**src/adc_ctrl_pkg.sv**
```systemverilog
// Purpose: shared constants and carrier types for the converter control block
// Assumes: 32-bit APB, one word per register
// Notes:   offsets are byte addresses
`default_nettype none
package adc_ctrl_pkg;
   localparam int CHANNELS = 4;
   localparam int RES_W    = 12;
   localparam int CAL_W    = 16;

   localparam logic [7:0] OFS_CTRL_A    = 8'h00;
   localparam logic [7:0] OFS_TRIG_CTRL = 8'h04;
   localparam logic [7:0] OFS_CMP_CTRL  = 8'h08;
   localparam logic [7:0] OFS_CMP_VALUE = 8'h0C;
   localparam logic [7:0] OFS_CAL       = 8'h10;
   localparam logic [7:0] OFS_INT_STAT  = 8'h14;
   localparam logic [7:0] OFS_INT_CLR   = 8'h18;
   localparam logic [7:0] OFS_INT_EN    = 8'h1C;
   localparam logic [7:0] OFS_RESULT0   = 8'h20;

   // first_control_register fields
   localparam int CTRL_ENABLE_BIT = 0;
   localparam int CTRL_START_LSB  = 2;
   // trigger_control_register fields
   localparam int TRIG_FREE_BIT   = 0;
   localparam int TRIG_SWEEP_LSB  = 1;
   localparam int TRIG_EVSEL_LSB  = 4;
   // compare control fields
   localparam int CMP_EN_LSB      = 0;
   localparam int CMP_ABOVE_LSB   = 4;
   // interrupt layout: complete bits, then compare bits
   localparam int INT_CMP_LSB     = 4;

   localparam logic [1:0] SWEEP_CH0 = 2'h0;
   localparam logic [1:0] SWEEP_ALL = 2'h3;

   typedef struct packed {
      logic                 valid;
      logic [1:0]           channel;
      logic [RES_W-1:0]     data;
   } conv_result_type;

   typedef struct packed {
      logic                 start;
      logic [1:0]           channel;
      logic [CAL_W-1:0]     calibration;
   } conv_request_type;
endpackage
`default_nettype wire

```
**src/adc_sweep_sequencer.sv**
```systemverilog
// Purpose: picks the next channel to convert from manual, event and sweep requests
// Assumes: one request issued per free converter slot
// Notes:   sweep order is ascending from channel 0
`default_nettype none
module adc_sweep_sequencer #(
   parameter int CH = 4
) (
   input  wire logic          pclk,
   input  wire logic          presetn,
   input  wire logic          enable,
   input  wire logic          free_run,
   input  wire logic [1:0]    sweep_sel,
   input  wire logic [CH-1:0] new_req,
   input  wire logic          slot_free,
   output logic               issue,
   output logic [1:0]         issue_ch,
   output logic [CH-1:0]      pending
);
   logic [1:0] sweep_ch;
   logic [1:0] slot_ch;
   logic [CH-1:0] next_pending;
   logic [1:0] pick;
   logic       have;

   always_comb begin
      pick = 2'h0;
      have = 1'b0;
      for (int i = CH-1; i >= 0; i--) begin
         if (pending[i]) begin
            pick = 2'(i);
            have = 1'b1;
         end
      end
   end

   always_comb begin
      next_pending = pending | new_req;
      if (slot_free && have && !free_run)
         next_pending[pick] = new_req[pick];
   end

   always_ff @(posedge pclk or negedge presetn) begin
      if (!presetn)
         pending <= '0;
      else if (!enable)
         pending <= '0;
      else
         pending <= next_pending;
   end

   // a group narrowed mid-sweep restarts at channel 0 rather than issue outside it
   assign slot_ch = (sweep_ch > sweep_sel) ? 2'h0 : sweep_ch;

   always_ff @(posedge pclk or negedge presetn) begin
      if (!presetn) begin
         issue    <= 1'b0;
         issue_ch <= 2'h0;
         sweep_ch <= 2'h0;
      end else begin
         issue <= 1'b0;
         if (enable && slot_free && free_run) begin
            issue    <= 1'b1;
            issue_ch <= slot_ch;
            sweep_ch <= (slot_ch >= sweep_sel) ? 2'h0 : slot_ch + 2'h1;
         end else if (enable && slot_free && have) begin
            issue    <= 1'b1;
            issue_ch <= pick;
         end
         if (!free_run)
            sweep_ch <= 2'h0;
      end
   end
endmodule
`default_nettype wire

```
**src/adc_sweep_compare_control.sv**
```systemverilog
// Purpose: APB control of a four-channel pipelined converter with sweep and comparator
// Assumes: converter returns one result per request, in request order
// Notes:   result registers overwrite on each conversion
//
// Chosen here: the register offsets and the APB interface to the registers.
`default_nettype none
module adc_sweep_compare_control #(
   parameter int CH    = adc_ctrl_pkg::CHANNELS,
   parameter int RES_W = adc_ctrl_pkg::RES_W
) (
   input  wire logic                          pclk,
   input  wire logic                          presetn,
   input  wire logic                          psel,
   input  wire logic                          penable,
   input  wire logic                          pwrite,
   input  wire logic [7:0]                    paddr,
   input  wire logic [31:0]                   pwdata,
   output logic [31:0]                        prdata,
   output logic                               pready,
   output logic                               pslverr,
   input  wire logic                          trigger_event,
   output adc_ctrl_pkg::conv_request_type     conv_req,
   output logic                               conv_enable,
   input  wire adc_ctrl_pkg::conv_result_type conv_res,
   output logic                               irq
);
   logic [31:0] ctrl_a;
   logic [31:0] trig_ctrl;
   logic [31:0] cmp_ctrl;
   logic [RES_W-1:0] cmp_value;
   logic [adc_ctrl_pkg::CAL_W-1:0] calibration;
   logic [2*CH-1:0] int_stat;
   logic [2*CH-1:0] int_en;
   logic [RES_W-1:0] result [CH];
   logic [CH-1:0] ready_flag;
   logic [CH-1:0] new_req;
   logic [CH-1:0] pending;
   logic          issue;
   logic [1:0]    issue_ch;
   logic          event_d;
   logic          wr_en;
   logic          rd_en;
   logic [CH-1:0] start_bits;
   logic [CH-1:0] sweep_mask;
   logic [2*CH-1:0] set_bits;
   logic [31:0]   next_prdata;
   logic          mapped;

   // channels in the group chosen by a sweep code
   function automatic logic [CH-1:0] sweep_group(input logic [1:0] sel);
      logic [CH-1:0] m;
      m = '0;
      for (int i = 0; i < CH; i++)
         m[i] = (2'(i) <= sel);
      return m;
   endfunction

   function automatic logic is_addr(input logic [7:0] a, input logic [7:0] ofs);
      return a == ofs;
   endfunction

   // byte address of one channel's result word
   function automatic logic [7:0] result_addr(input int ch);
      return adc_ctrl_pkg::OFS_RESULT0 + 8'(4 * ch);
   endfunction

   assign wr_en      = psel && penable && pwrite;
   assign rd_en      = psel && !penable && !pwrite;
   assign start_bits = ctrl_a[adc_ctrl_pkg::CTRL_START_LSB +: CH];
   assign sweep_mask = sweep_group(trig_ctrl[adc_ctrl_pkg::TRIG_SWEEP_LSB +: 2]);

   // register writes; start bits self-clear the cycle after they are written, taken or not
   always_ff @(posedge pclk or negedge presetn) begin
      if (!presetn) begin
         ctrl_a      <= '0;
         trig_ctrl   <= '0;
         cmp_ctrl    <= '0;
         cmp_value   <= '0;
         calibration <= '0;
         int_en      <= '0;
      end else begin
         ctrl_a[adc_ctrl_pkg::CTRL_START_LSB +: CH] <= '0;
         if (wr_en) begin
            if (is_addr(paddr, adc_ctrl_pkg::OFS_CTRL_A))
               ctrl_a <= pwdata & 32'h0000003D;
            if (is_addr(paddr, adc_ctrl_pkg::OFS_TRIG_CTRL))
               trig_ctrl <= pwdata & 32'h0000003F;
            if (is_addr(paddr, adc_ctrl_pkg::OFS_CMP_CTRL))
               cmp_ctrl <= pwdata & 32'h000000FF;
            if (is_addr(paddr, adc_ctrl_pkg::OFS_CMP_VALUE))
               cmp_value <= pwdata[RES_W-1:0];
            if (is_addr(paddr, adc_ctrl_pkg::OFS_CAL))
               calibration <= pwdata[adc_ctrl_pkg::CAL_W-1:0];
            if (is_addr(paddr, adc_ctrl_pkg::OFS_INT_EN))
               int_en <= pwdata[2*CH-1:0];
         end
      end
   end

   always_ff @(posedge pclk or negedge presetn) begin
      if (!presetn)
         event_d <= 1'b0;
      else
         event_d <= trigger_event;
   end

   always_comb begin
      new_req = start_bits;
      if (trigger_event && !event_d) begin
         if (trig_ctrl[adc_ctrl_pkg::TRIG_EVSEL_LSB +: 2] == adc_ctrl_pkg::SWEEP_ALL)
            new_req = new_req | sweep_mask;
         else
            new_req[trig_ctrl[adc_ctrl_pkg::TRIG_EVSEL_LSB +: 2]] = 1'b1;
      end
   end

   // the pipeline takes one request per clock, so a slot is always free
   // sweep group select
   adc_sweep_sequencer #(
      .CH (CH)
   ) sequencer (
      .pclk      (pclk),
      .presetn   (presetn),
      .enable    (ctrl_a[adc_ctrl_pkg::CTRL_ENABLE_BIT]),
      .free_run  (trig_ctrl[adc_ctrl_pkg::TRIG_FREE_BIT]),
      .sweep_sel (trig_ctrl[adc_ctrl_pkg::TRIG_SWEEP_LSB +: 2]),
      .new_req   (new_req),
      .slot_free (1'b1),
      .issue     (issue),
      .issue_ch  (issue_ch),
      .pending   (pending)
   );

   always_ff @(posedge pclk or negedge presetn) begin
      if (!presetn) begin
         conv_req    <= '0;
         conv_enable <= 1'b0;
      end else begin
         conv_enable         <= ctrl_a[adc_ctrl_pkg::CTRL_ENABLE_BIT];
         conv_req.start      <= issue;
         conv_req.channel    <= issue_ch;
         conv_req.calibration <= calibration;
      end
   end

   // a read clears the flag at setup; a result landing in that cycle keeps it set
   // per-channel result store
   always_ff @(posedge pclk or negedge presetn) begin
      if (!presetn) begin
         for (int i = 0; i < CH; i++)
            result[i] <= '0;
         ready_flag <= '0;
      end else begin
         for (int i = 0; i < CH; i++) begin
            if (rd_en && is_addr(paddr, result_addr(i)))
               ready_flag[i] <= 1'b0;
         end
         if (conv_res.valid) begin
            result[conv_res.channel]     <= conv_res.data;
            ready_flag[conv_res.channel] <= 1'b1;
         end
      end
   end

   always_comb begin
      set_bits = '0;
      if (conv_res.valid) begin
         if (cmp_ctrl[adc_ctrl_pkg::CMP_EN_LSB + conv_res.channel]) begin
            if (cmp_ctrl[adc_ctrl_pkg::CMP_ABOVE_LSB + conv_res.channel]
                ? (conv_res.data > cmp_value) : (conv_res.data < cmp_value))
               set_bits[adc_ctrl_pkg::INT_CMP_LSB + conv_res.channel] = 1'b1;
         end else begin
            set_bits[conv_res.channel] = 1'b1;
         end
      end
   end

   // set wins over a clear in the same cycle
   always_ff @(posedge pclk or negedge presetn) begin
      if (!presetn)
         int_stat <= '0;
      else if (wr_en && is_addr(paddr, adc_ctrl_pkg::OFS_INT_CLR))
         int_stat <= (int_stat & ~pwdata[2*CH-1:0]) | set_bits;
      else
         int_stat <= int_stat | set_bits;
   end

   always_ff @(posedge pclk or negedge presetn) begin
      if (!presetn)
         irq <= 1'b0;
      else
         irq <= |(int_stat & int_en);
   end

   always_comb begin
      next_prdata = '0;
      mapped      = 1'b1;
      case (paddr)
         adc_ctrl_pkg::OFS_CTRL_A:    next_prdata = ctrl_a;
         adc_ctrl_pkg::OFS_TRIG_CTRL: next_prdata = trig_ctrl;
         adc_ctrl_pkg::OFS_CMP_CTRL:  next_prdata = cmp_ctrl;
         adc_ctrl_pkg::OFS_CMP_VALUE: next_prdata = 32'(cmp_value);
         adc_ctrl_pkg::OFS_CAL:       next_prdata = 32'(calibration);
         adc_ctrl_pkg::OFS_INT_STAT:  next_prdata = {ready_flag, 20'h00000, int_stat};
         adc_ctrl_pkg::OFS_INT_CLR:   next_prdata = '0;
         adc_ctrl_pkg::OFS_INT_EN:    next_prdata = 32'(int_en);
         default: begin
            mapped = 1'b0;
            for (int i = 0; i < CH; i++) begin
               if (is_addr(paddr, result_addr(i))) begin
                  next_prdata = {ready_flag[i], 19'h00000, result[i]};
                  mapped      = 1'b1;
               end
            end
         end
      endcase
   end

   // no wait state: data captured in setup, answered in the first access cycle
   always_ff @(posedge pclk or negedge presetn) begin
      if (!presetn) begin
         prdata  <= '0;
         pready  <= 1'b0;
         pslverr <= 1'b0;
      end else begin
         pready  <= psel && !penable;
         pslverr <= psel && !penable && !mapped;
         if (psel && !penable)
            prdata <= pwrite ? 32'h00000000 : next_prdata;
      end
   end

   // bus handshake
   bus_answer_a: assert property (@(posedge pclk) disable iff (!presetn)
      psel && !penable |=> pready ##1 !pready)
      else $error("bus answer not a single-cycle pulse");
   unmapped_err_a: assert property (@(posedge pclk) disable iff (!presetn)
      psel && !penable && !mapped |=> pslverr && pready && prdata == '0)
      else $error("unmapped access not refused");

   // interrupt status
   irq_follows_a: assert property (@(posedge pclk) disable iff (!presetn)
      |(int_stat & int_en) |=> irq)
      else $error("irq not raised for enabled status");
   sticky_set_a: assert property (@(posedge pclk) disable iff (!presetn)
      conv_res.valid && !cmp_ctrl[adc_ctrl_pkg::CMP_EN_LSB + conv_res.channel]
      |=> int_stat[$past(conv_res.channel)])
      else $error("completion not flagged");
   set_wins_a: assert property (@(posedge pclk) disable iff (!presetn)
      |set_bits |=> (int_stat & $past(set_bits)) == $past(set_bits))
      else $error("status set lost to a clear");

   // results
   result_store_a: assert property (@(posedge pclk) disable iff (!presetn)
      conv_res.valid |=> result[$past(conv_res.channel)] == $past(conv_res.data))
      else $error("result not stored");
   ready_set_a: assert property (@(posedge pclk) disable iff (!presetn)
      conv_res.valid |=> ready_flag[$past(conv_res.channel)])
      else $error("ready flag not set");

   // conversion requests
   start_issue_a: assert property (@(posedge pclk) disable iff (!presetn)
      ctrl_a[adc_ctrl_pkg::CTRL_ENABLE_BIT] && !trig_ctrl[adc_ctrl_pkg::TRIG_FREE_BIT]
      && |start_bits |-> ##[1:8] conv_req.start)
      else $error("start not issued");
   event_req_a: assert property (@(posedge pclk) disable iff (!presetn)
      ctrl_a[adc_ctrl_pkg::CTRL_ENABLE_BIT] && trigger_event && !event_d |=> |pending)
      else $error("event not taken");
   free_run_a: assert property (@(posedge pclk) disable iff (!presetn)
      (ctrl_a[adc_ctrl_pkg::CTRL_ENABLE_BIT]
       && trig_ctrl[adc_ctrl_pkg::TRIG_FREE_BIT]) [*3] |-> ##1 issue)
      else $error("free run stalled");
   sweep_bound_a: assert property (@(posedge pclk) disable iff (!presetn)
      issue && $past(trig_ctrl[adc_ctrl_pkg::TRIG_FREE_BIT])
      |-> issue_ch <= $past(trig_ctrl[adc_ctrl_pkg::TRIG_SWEEP_LSB +: 2]))
      else $error("channel outside sweep group");
   cal_apply_a: assert property (@(posedge pclk) disable iff (!presetn)
      conv_req.start |-> conv_req.calibration == $past(calibration))
      else $error("calibration not applied");

   // comparator
   cmp_gate_a: assert property (@(posedge pclk) disable iff (!presetn)
      conv_res.valid && cmp_ctrl[adc_ctrl_pkg::CMP_EN_LSB + conv_res.channel]
      |=> !int_stat[$past(conv_res.channel)] || $past(int_stat[conv_res.channel]))
      else $error("completion set while comparing");
   cmp_above_a: assert property (@(posedge pclk) disable iff (!presetn)
      conv_res.valid && cmp_ctrl[adc_ctrl_pkg::CMP_EN_LSB + conv_res.channel]
      && cmp_ctrl[adc_ctrl_pkg::CMP_ABOVE_LSB + conv_res.channel] && conv_res.data > cmp_value
      |=> int_stat[adc_ctrl_pkg::INT_CMP_LSB + $past(conv_res.channel)])
      else $error("above-threshold match not flagged");
   cmp_below_a: assert property (@(posedge pclk) disable iff (!presetn)
      conv_res.valid && cmp_ctrl[adc_ctrl_pkg::CMP_EN_LSB + conv_res.channel]
      && !cmp_ctrl[adc_ctrl_pkg::CMP_ABOVE_LSB + conv_res.channel] && conv_res.data < cmp_value
      |=> int_stat[adc_ctrl_pkg::INT_CMP_LSB + $past(conv_res.channel)])
      else $error("below-threshold match not flagged");
endmodule
`default_nettype wire

```
**config.mk**
```make
export PLATFORM = sky130hd
export DESIGN_NAME = adc_sweep_compare_control
export DESIGN_NICKNAME = d
export VERILOG_FILES = /design/src/adc_ctrl_pkg.sv /design/src/adc_sweep_sequencer.sv /design/src/adc_sweep_compare_control.sv
export SDC_FILE = /design/constraint.sdc
export NUM_CORES = 1
export LEC_CHECK = 0
export BUFFER_PORTS_ARGS = -buffer_cell sky130_fd_sc_hd__buf_4
export CORE_ASPECT_RATIO = 1.2
export CORE_MARGIN = 2
export CORE_UTILIZATION = 55
export CTS_CLUSTER_DIAMETER = 100
export DETAILED_ROUTE_END_ITERATION = 16
export HOLD_SLACK_MARGIN = 0.08
export MAX_ROUTING_LAYER = met4
export PLACE_DENSITY = 0.77
export SYNTH_ARGS = -nofsm -noshare
export SYNTH_HDL_FRONTEND = slang
export SYNTH_HIERARCHICAL = 1
export SYNTH_SLANG_ARGS = --single-unit
```
**constraint.sdc**
```tcl
create_clock -name pclk -period 4.4 [get_ports pclk]
set_input_delay 0.22 -clock pclk [delete_from_list [all_inputs] [get_ports pclk]]
set_output_delay 0.22 -clock pclk [all_outputs]
set_load 0.05 [all_outputs]
```
==> out/results.tsv, run 1 <==
metric	value	unit
status	completed	
hold_class	in2reg	
critPathCaptureType	flip-flop	
drive_gt1_share	23.5	%
clock-sinks	168	
hold_viol	0	
grt_pass1_wl	33400	µm
drc	0	
grt_pass1_vias	6279	
clockBufferDepth	2	
gp_congestion	0.974	
ys_seq_area_share	52.1	%
htree_levels	4	
finalSetupViolCount	0	
max_slew_margin	24.2	%
initial_core_util	56.2	%
fin_nets	915	
antenna_found_initial	0	
skew	0.00748	ns
slowest_stage	dfrtp_1	
root_buffer	clkbuf_16	
io_pins	116	
worstPathMaxFanout	6	
ys_ff_latch	168	
p_leak	4.64	nW
grt_max_degree	73	
worstSetupPathType	reg2reg	
fillers	1090	
p_switching	936	µW
routedWlPerCell	20.5	µm
die_y	137	µm
synth_most_common_cell	dfrtp_1	
die_w	115	µm
p_sw_share	26.8	%
syn_area	8070	µm²
slew_viol_final	0	
sequentialPowerShare	48.2	%
die_area	15700	µm²
antenna_cells	0	
async_flop_share	100	%
cts_tree	done	
synth_area_leaders	dfrtp_1, nand2_1, mux2_2	
fin_hold_ws	0.101	ns
vias	6235	
powerDensity	364	nW/µm²
rsz0062_at_grt	no	
post_cts_buffers	0	
timing.fmax	438	MHz
ant_nets	0	
netlist_top_cells_count	dfrtp_1, nand2_1, mux2_2, a21oi_1, inv_1	
cts_buffers	17	
comb_power_share	10.1	%
synth_edf_count	0	
critical-path-top-delay-family	adder cells	
ys_types	68	
clk_pin_slew	0.07	ns
synthFlopType	dfrtp_1	
syn_inst	732	
startpoint_type	flip-flop	
finalCritPeriodShare	51.9	%
grt-ovfl-total	0	
routed_wirelength	20900	µm
crit_required	4.76	ns
insertion_delay	0.43	ns
p_int	2.56	mW
area_growth	18.8	%
worstPathArrival	2.64	ns
port-buffer-count	87	
setup_tns	0	ns
grt_use_total	28.9	%
drt-pass1-iter-count	5	
core-area	14400	µm²
power_frac_clock	41.7	%
tightest_slew	1.13	ns
yosys.area.top_type	dfrtp_1	
via_per_inst	6.09	
vdd_ir_drop_max	0.000282	V
fp-row-count	48	
yosysTopAreaCellShare	52.1	%
hpwl	14700	µm
cap_violations	0	
yosys_warnings	6	
drt_iter0_markers	514	
crit_chain	inv_1, ha_1, nor2b_1, o31a_1, ha_1, nand2b_1, a21oi_1, a32oi_1, nor2b_1	
worst-path-buf-inv	1	
avgSynthCellArea	11.0	µm²
min_period	2.28	ns
cpPeakStageDelay	0.43	ns
placed cells by master, fill, tap and decap left out, types with 16 or more instances in the layout:
cell and count:
dfrtp_1 168, o21ai_0 17, a22oi_1 17, dlygate4sd3_1 25, ha_1 19, inv_1 23
clkbuf_16 17, a22o_1 16, mux2_1 17, mux2_2 37, a21oi_1 23, nor2_1 18
conb_1 16, buf_4 92, mux2i_1 16, nand2_1 152
final cells by class:
cell class                      instances  area [µm²]  share of cell area [%]
Sequential cell                       168        4200                    43.9
Multi-Input combinational cell        507        3550                    37.1
Timing Repair Buffer                  118         952                    9.93
Clock buffer                           17         425                    4.44
Tap cell                              175         219                    2.28
Clock inverter                         15         143                    1.49
Inverter                               23        86.3                   0.901
registers in the layout (all words and copies together) (netlist names):
| register | flops |
|---|---|
| calibration | 16 |
| prdata | 20 |
| conv_enable | 1 |
| event_d | 1 |
| conv_req | 19 |
| sequencer/issue | 1 |
| cmp_ctrl | 8 |
| pslverr | 1 |
| int_stat | 8 |
| trig_ctrl | 6 |
| result | 48 |
| cmp_value | 12 |
| sequencer/pending | 4 |
| pready | 1 |
| int_en | 8 |
| sequencer/issue_ch | 2 |
| sequencer/sweep_ch | 2 |
| ready_flag | 4 |
| ctrl_a | 5 |
| irq | 1 |
worst register-to-register path, stage by stage (launching register included):
cell,delay [ns]
dfrtp_1,0.43
inv_1,0.10
ha_1,0.33
nor2b_1,0.16
o31a_1,0.27
ha_1,0.30
nand2b_1,0.14
a21oi_1,0.21
a32oi_1,0.14
nor2b_1,0.13
path summary, 6_finish.rpt:
| kind | slack, ns | endpoint | startpoint | depth (start not counted) |
|---|---|---|---|---|
| worst max-delay path | 2.12 | sequencer/sweep_ch[1] | trig_ctrl[2] | 9 |
| worst min-delay path | 0.10 | trig_ctrl[4] | pwdata[4] | 3 |
| worst max register to register | 2.12 | sequencer/sweep_ch[1] | trig_ctrl[2] | 9 |
| worst min register to register | 0.36 | conv_req[18] | sequencer/issue | 0 |
| max in group asynchronous | 2.85 | result[8] | presetn | 3 |
| min in group asynchronous | 0.35 | trig_ctrl[0] | presetn | 2 |
power groups by stage:
stage	registers (mW)	logic (mW)	clock network, mW
finish	1.68	0.351	1.46
global route	1.69	0.386	1.53
CTS	1.68	0.351	1.47
detailed placement	1.71	0.331	0
global placement	1.70	0.317	0
floorplan	1.71	0.191	0
metrics by stage:
stage               setup WS [ns]  power [mW]  std cells  area [µm²]  utilization (%)
CTS                          2.10        3.50       1023        9580             66.8
finish                       2.12        3.49       1023        9580             66.8
global placement             1.83        2.02        966        8770             61.1
floorplan                    2.41        1.90        746        8120                -
global route                 1.96        3.61       1023        9580             66.8
detailed placement           1.78        2.04        966        8770             61.1
logic make-up after synthesis:
logic type,after synthesis,share of synthesized area (%)
compound gates,152,13.6
fa+ha+maj,19,2.95
buf+inv,71,4.53
flops,168,52.1
mux,82,11.9
other cells,2,0.0931
simple gates,238,14.8
what timing repair did:
| item | in CTS | in global routing |
|---|---|---|
| gates resized for setup | 0 | 0 |
| hold buffers | 25 | 0 |
| endpoints found under the setup margin | 0 | 0 |
| endpoints found under the hold margin | 134 | 0 |
routing by layer:
metal	vias to the layer above	track usage (%)	part of all wire, %
met1	3121	36.1	40
met3	63	4.83	6.0
met4	0	13.2	3.8
met5	-	-	0
li1	2788	-	-
met2	263	46.2	50
No activity file was read; power rests on OpenSTA's default activity.
==> run 2: changes to the inputs <==
--- a/config.mk
+++ b/config.mk
@@ -8,12 +8,12 @@
 export BUFFER_PORTS_ARGS = -buffer_cell sky130_fd_sc_hd__buf_4
 export CORE_ASPECT_RATIO = 1.2
 export CORE_MARGIN = 2
-export CORE_UTILIZATION = 55
+export CORE_UTILIZATION = 52
 export CTS_CLUSTER_DIAMETER = 100
 export DETAILED_ROUTE_END_ITERATION = 16
 export HOLD_SLACK_MARGIN = 0.08
 export MAX_ROUTING_LAYER = met4
-export PLACE_DENSITY = 0.77
+export PLACE_DENSITY = 0.76
 export SYNTH_ARGS = -nofsm -noshare
 export SYNTH_HDL_FRONTEND = slang
 export SYNTH_HIERARCHICAL = 1
==> constraint.sdc (replaced) <==
create_clock -name pclk -period 2 [get_ports pclk]
set_input_delay 0.1 -clock pclk [delete_from_list [all_inputs] [get_ports pclk]]
set_output_delay 0.1 -clock pclk [all_outputs]
set_load 0.05 [all_outputs]
==> run 2 against run 1 <==
Compared with the run above:
- combinational power up 140%
- core utilization down 0.45 points
- fmax up 15%
- non-clock buffer count up 34
- die area up 5.6%
- final cell count up 6.1%
- clock-buffer cell count up 2
- design area up 4.4%
- power up 120%
- flip-flop and latch count unchanged
==> out/results.tsv, run 2 (synthesis results as in run 1) <==
metric	value	unit	change
hold_viol	0		unchanged
crit_chain	ha_4, nor2b_4, o31a_1, ha_1, nand2b_4, a21oi_4, nand3_1, a21boi_2		
worst-path-buf-inv	0		-1
antenna_cells	0		unchanged
insertion_delay	0.44	ns	about the same
initial_core_util	53.5	%	-2.7 points
power	7.73	mW	+120%
slew_viol_final	0		unchanged
die_area	16500	µm²	+5.6%
p_leak	4.85	nW	+4.5%
cap_violations	0		unchanged
ant_nets	0		unchanged
critical-path-top-delay-family	adder cells		
r2r-start	sequencer/sweep_ch[1]		
cts_buffers	17		unchanged
die_y	140	µm	+2.8%
hp-start	conv_res[14]		
p_switching	2.02	mW	+120%
fin_nets	949		+3.7%
slowest_stage	dfrtp_1		
clk_pin_slew	0.07	ns	about the same
max_slew_margin	58.4	%	+34 points
final_common_cell	dfrtp_1		
worstPathArrival	2.34	ns	-0.30 ns
clock-sinks	168		unchanged
fin_util	66.3	%	-0.45 points
routed_wirelength	21800	µm	+4.3%
vdd_ir_drop_max	0.000559	V	+98%
cts_tree	done		
regArea	4200	µm²	unchanged
tightest_slew	0.623	ns	-0.509 ns
status	completed		
clockBufferDepth	2		unchanged
area_growth	24.0	%	
via_per_inst	5.83		-4.3%
port-buffer-count	87		unchanged
grt_max_degree	48		-34%
placed_area	9020	µm²	+2.9%
finalCritPeriodShare	99.3	%	+47 points
multi_input_comb_area	3630	µm²	+2.0%
drive_gt1_share	26.8	%	+3.3 points
fillers	1201		+10%
hold_class	in2reg		
drt_iter0_markers	422		-18%
comb_power_share	10.7	%	+0.6 points
power_frac_clock	41.4	%	-0.3 points
root_buffer	clkbuf_16		
p_int	5.71	mW	+120%
sequentialPowerShare	47.9	%	-0.3 points
largest_register	result		
die_w	118	µm	+2.7%
grt_pass1_vias	6500		+3.5%
powerDensity	772	nW/µm²	+110%
grt-ovfl-total	0		unchanged
htree_levels	4		unchanged
critPathCaptureType	flip-flop		
drt-pass1-iter-count	5		unchanged
fin_area	10000	µm²	+4.4%
io_pins	116		unchanged
timing.fmax	504	MHz	+15%
crit_start	sequencer/sweep_ch[1]		
finalSetupViolCount	0		unchanged
rsz0062_at_grt	yes		
startpoint_type	flip-flop		
drc	0		unchanged
largest_reg_flops	48		unchanged
hpwl	15600	µm	+6.6%
core-area	15100	µm²	+5.1%
routedWlPerCell	20.1	µm	-1.7%
worstSetupPathType	reg2reg		
gp_congestion	0.943		-3.2%
min_period	1.99	ns	-0.297 ns
cpPeakStageDelay	0.42	ns	about the same
fp-row-count	49		+2.1%
layout_common_cells	dfrtp_1, nand2_1, buf_4, mux2_2, dlygate4sd3_1		
vias	6329		+1.5%
antenna_found_initial	0		unchanged
worstPathMaxFanout	2		-4
largestRegisters	result: 48 flops, prdata: 20 flops, conv_req: 19 flops		
grt_use_total	28.2	%	-0.70 points
p_sw_share	26.1	%	-0.67 points
skew	0.00984	ns	+0.00236 ns
grt_pass1_wl	34800	µm	+4.3%
crit_required	2.35	ns	-2.41 ns
[run 2: tightest hold or removal path, cell delays in order]
cell      delay (ns)
buf_4           0.13
nand3b_1        0.17
o21ai_0         0.11
[run 2: power by group through the flow]
stage	logic [mW]	registers, mW	clock network (mW)
final	0.827	3.70	3.20
after global routing	0.907	3.72	3.38
after CTS	0.821	3.70	3.23
after detailed placement	0.763	3.76	0
after global placement	0.736	3.75	0
after floorplan	0.421	3.76	0
[run 2: timing repair]
action | 4_1_cts | 5_1_grt
setup endpoints to repair | 4 | 5
pin swaps | 6 | 2
endpoints found under the hold margin | 284 | 0
hold buffers | 31 | 0
gates resized for setup | 7 | 10
setup buffers | 3 | 0
[run 2: worst paths after layout]
kind | slack [ns] | endpoint | cells past startpoint
min in group asynchronous | 0.19 | conv_req[17] | 2
min | 0.13 | int_stat[2] | 3
max in group asynchronous | 1.23 | calibration[13] | 3
min reg2reg | 0.36 | conv_req[18] | 0
max reg2reg | 0.01 | sequencer/sweep_ch[0] | 8
max | 0.01 | sequencer/sweep_ch[0] | 8
[run 2: cell type report]
cell class / instances / share of cell area [%]
sequential: 168 / 42.0
multi-input combinational: 507 / 36.3
timing repair buffer: 152 / 12.6
clock buffer: 19 / 4.53
tap: 204 / 2.55
clock inverter: 12 / 1.16
inverter: 23 / 0.863
[run 2: metrics by stage]
stage | hold slack (ns) | std cells | setup slack, ns | setup TNS (ns)
floorplan | -0.196 | 746 | 0.0113 | 0
global placement | 0.0700 | 1020 | 0.0367 | 0
detailed placement | 0.0739 | 1020 | -0.126 | -0.237
CTS | 0.0873 | 1085 | -0.0289 | -0.0289
global route | 0.159 | 1085 | -0.0410 | -0.0516
finish | 0.130 | 1085 | 0.0140 | 0
[run 2: layer usage]
metal | routed length, µm | track usage, % | vias to the layer above | share of wire (%)
met2 | 11300 | 46.8 | 209 | 52
met5 | 0 | - | - | 0
li1 | - | - | 2866 | -
met1 | 8980 | 35.0 | 3223 | 41
met4 | 429 | 10.1 | 0 | 2.0
met3 | 1150 | 4.72 | 31 | 5.3
==> run 3: changes to the inputs <==
--- a/config.mk
+++ b/config.mk
@@ -8,12 +8,12 @@
 export BUFFER_PORTS_ARGS = -buffer_cell sky130_fd_sc_hd__buf_4
 export CORE_ASPECT_RATIO = 1.2
 export CORE_MARGIN = 2
-export CORE_UTILIZATION = 52
+export CORE_UTILIZATION = 55
 export CTS_CLUSTER_DIAMETER = 100
 export DETAILED_ROUTE_END_ITERATION = 16
 export HOLD_SLACK_MARGIN = 0.08
 export MAX_ROUTING_LAYER = met4
-export PLACE_DENSITY = 0.76
+export PLACE_DENSITY = 0.77
 export SYNTH_ARGS = -nofsm -noshare
 export SYNTH_HDL_FRONTEND = slang
 export SYNTH_HIERARCHICAL = 1
==> constraint.sdc (replaced) <==
create_clock -name pclk -period 2.29 [get_ports pclk]
set_input_delay 0.1145 -clock pclk [delete_from_list [all_inputs] [get_ports pclk]]
set_output_delay 0.1145 -clock pclk [all_outputs]
set_load 0.05 [all_outputs]
==> run 3 against run 2 <==
Compared with the run above:
- core utilization is 2.2 points higher
- design area is 1.7% lower
- clock power is 8.8% lower
- fmax is 8.6% lower
==> out/results.tsv, run 3 (synthesis results as in run 1) <==
metric	value	unit	change
worstPathArrival	2.53	ns	+0.19 ns
startpoint_type	flip-flop		
grt_max_degree	49		+2.1%
grt-ovfl-total	0		unchanged
tightest_slew	0.615	ns	-0.00834 ns
skew	0.0134	ns	+0.00356 ns
met3_length	1230	µm	+6.2%
finalSetupViolCount	0		unchanged
insertion_delay	0.44	ns	about the same
antenna_found_initial	0		unchanged
largest_register	result		
root_buffer	clkbuf_16		
dp_cells	982		-3.7%
worstSetupPathType	reg2reg		
hpwl	15400	µm	-1.6%
ant_nets	0		unchanged
initial_core_util	56.2	%	+2.7 points
wl_met2	10700	µm	-5.0%
timing.fmax	460	MHz	-8.6%
port-buffer-count	87		unchanged
setup_tns	0	ns	unchanged
max_slew_margin	58.8	%	+0.31 points
layout.cells.non_filler	1046		-3.6%
routed_wirelength	21600	µm	-1.2%
wl_met1	8760	µm	-2.4%
cts_tree	done		
layout_common_cells	dfrtp_1, nand2_1, buf_4, mux2_2, dlygate4sd3_1		
gp_congestion	0.978		+3.7%
largest_reg_flops	48		unchanged
finalCritPeriodShare	94.9	%	-4.4 points
clock-sinks	168		unchanged
critPathCaptureType	flip-flop		
via_per_inst	6.07		+4.0%
fp-row-count	48		-2.0%
drive_gt1_share	24.7	%	-2.1 points
worstPathMaxFanout	5		+3
drt-pass1-iter-count	5		unchanged
hold_class	in2reg		
die_y	137	µm	-2.7%
hold_viol	0		unchanged
largestRegisters	result: 48 flops, prdata: 20 flops, conv_req: 19 flops		
antenna_cells	0		unchanged
placed_area	8910	µm²	-1.3%
grt_pass1_wl	34100	µm	-2.1%
grt_pass1_vias	6472		-0.43%
slew_viol_final	0		unchanged
routedWlPerCell	20.6	µm	+2.5%
grt_use_total	29.6	%	+1.4 points
vias	6346		+0.27%
clockBufferDepth	2		unchanged
final_common_cell	dfrtp_1		
rsz0062_at_grt	no		
min_period	2.17	ns	+0.187 ns
crit_required	2.65	ns	+0.30 ns
vdd_ir_drop_max	0.000466	V	-17%
drt_iter0_markers	441		+4.5%
cap_violations	0		unchanged
clk_pin_slew	0.06	ns	about the same
io_pins	116		unchanged
power	6.87	mW	-11%
htree_levels	4		unchanged
fin_area	9840	µm²	-1.7%
area_growth	21.9	%	
status	completed		
core-area	14400	µm²	-4.8%
fin_hold_ws	0.170	ns	+0.0400 ns
die_w	115	µm	-2.7%
cts_buffers	17		unchanged
fin_nets	938		-1.2%
die_area	15700	µm²	-5.3%
p_leak	4.77	nW	-1.7%
top_layer_used	met4		
powerDensity	698	nW/µm²	-9.6%
drc	0		unchanged
[run 3: power by group]
group	leakage [nW]	switching, mW	internal, mW
clock	0.290	1.19	1.73
combinational	2.27	0.434	0.276
sequential	2.21	0.0986	3.14
total	4.77	1.73	5.14
[run 3: final cells by class]
class,instances,area [µm²]
fill,1026,4520
sequential,168,4200
multi-input combinational,507,3560
timing repair buffer,141,1160
clock buffer,23,488
tap,175,219
clock inverter,9,115
inverter,23,86.3
[run 3: worst paths after layout]
path | cells past startpoint | startpoint | end | slack [ns]
max reg2reg | 8 | sequencer/sweep_ch[1] | sequencer/sweep_ch[1] | 0.12
min reg2reg | 0 | sequencer/issue | conv_req[18] | 0.35
min | 3 | conv_res[14] | ready_flag[3] | 0.17
max | 8 | sequencer/sweep_ch[1] | sequencer/sweep_ch[1] | 0.12
min in group asynchronous | 2 | presetn | conv_req[1] | 0.19
max in group asynchronous | 3 | presetn | result[23] | 1.33
[run 3: per-stage QoR]
| step | util (%) | worst slack [ns] |
|---|---|---|
| floorplan | - | 0.301 |
| global placement | 62.0 | 0.179 |
| detailed placement | 62.0 | -0.00265 |
| CTS | 68.5 | 0.0850 |
| global route | 68.5 | 0.0516 |
| finish | 68.5 | 0.117 |
[run 3: worst max-delay path, cell delays in order, from the launching register on]
cell and delay, ns:
dfrtp_1 0.42, ha_1 0.32, nor2b_1 0.16, o31a_1 0.27, ha_1 0.30, nand2b_1 0.18
a21oi_2 0.18, a32oi_1 0.12, nor2b_1 0.15
[run 3: what timing repair did]
item	CTS	global route
hold buffers	31	0
buffers inserted	1	0
pin swaps	0	0
hold endpoints to repair	255	0
endpoints found under the setup margin	2	4
gates resized for setup	0	2
[run 3: per-layer routing]
metal	vias to the layer above	track usage, %
li1	2837	-
met1	3188	36.7
met2	250	46.4
met3	71	5.54
met4	0	15.2
met5	-	-
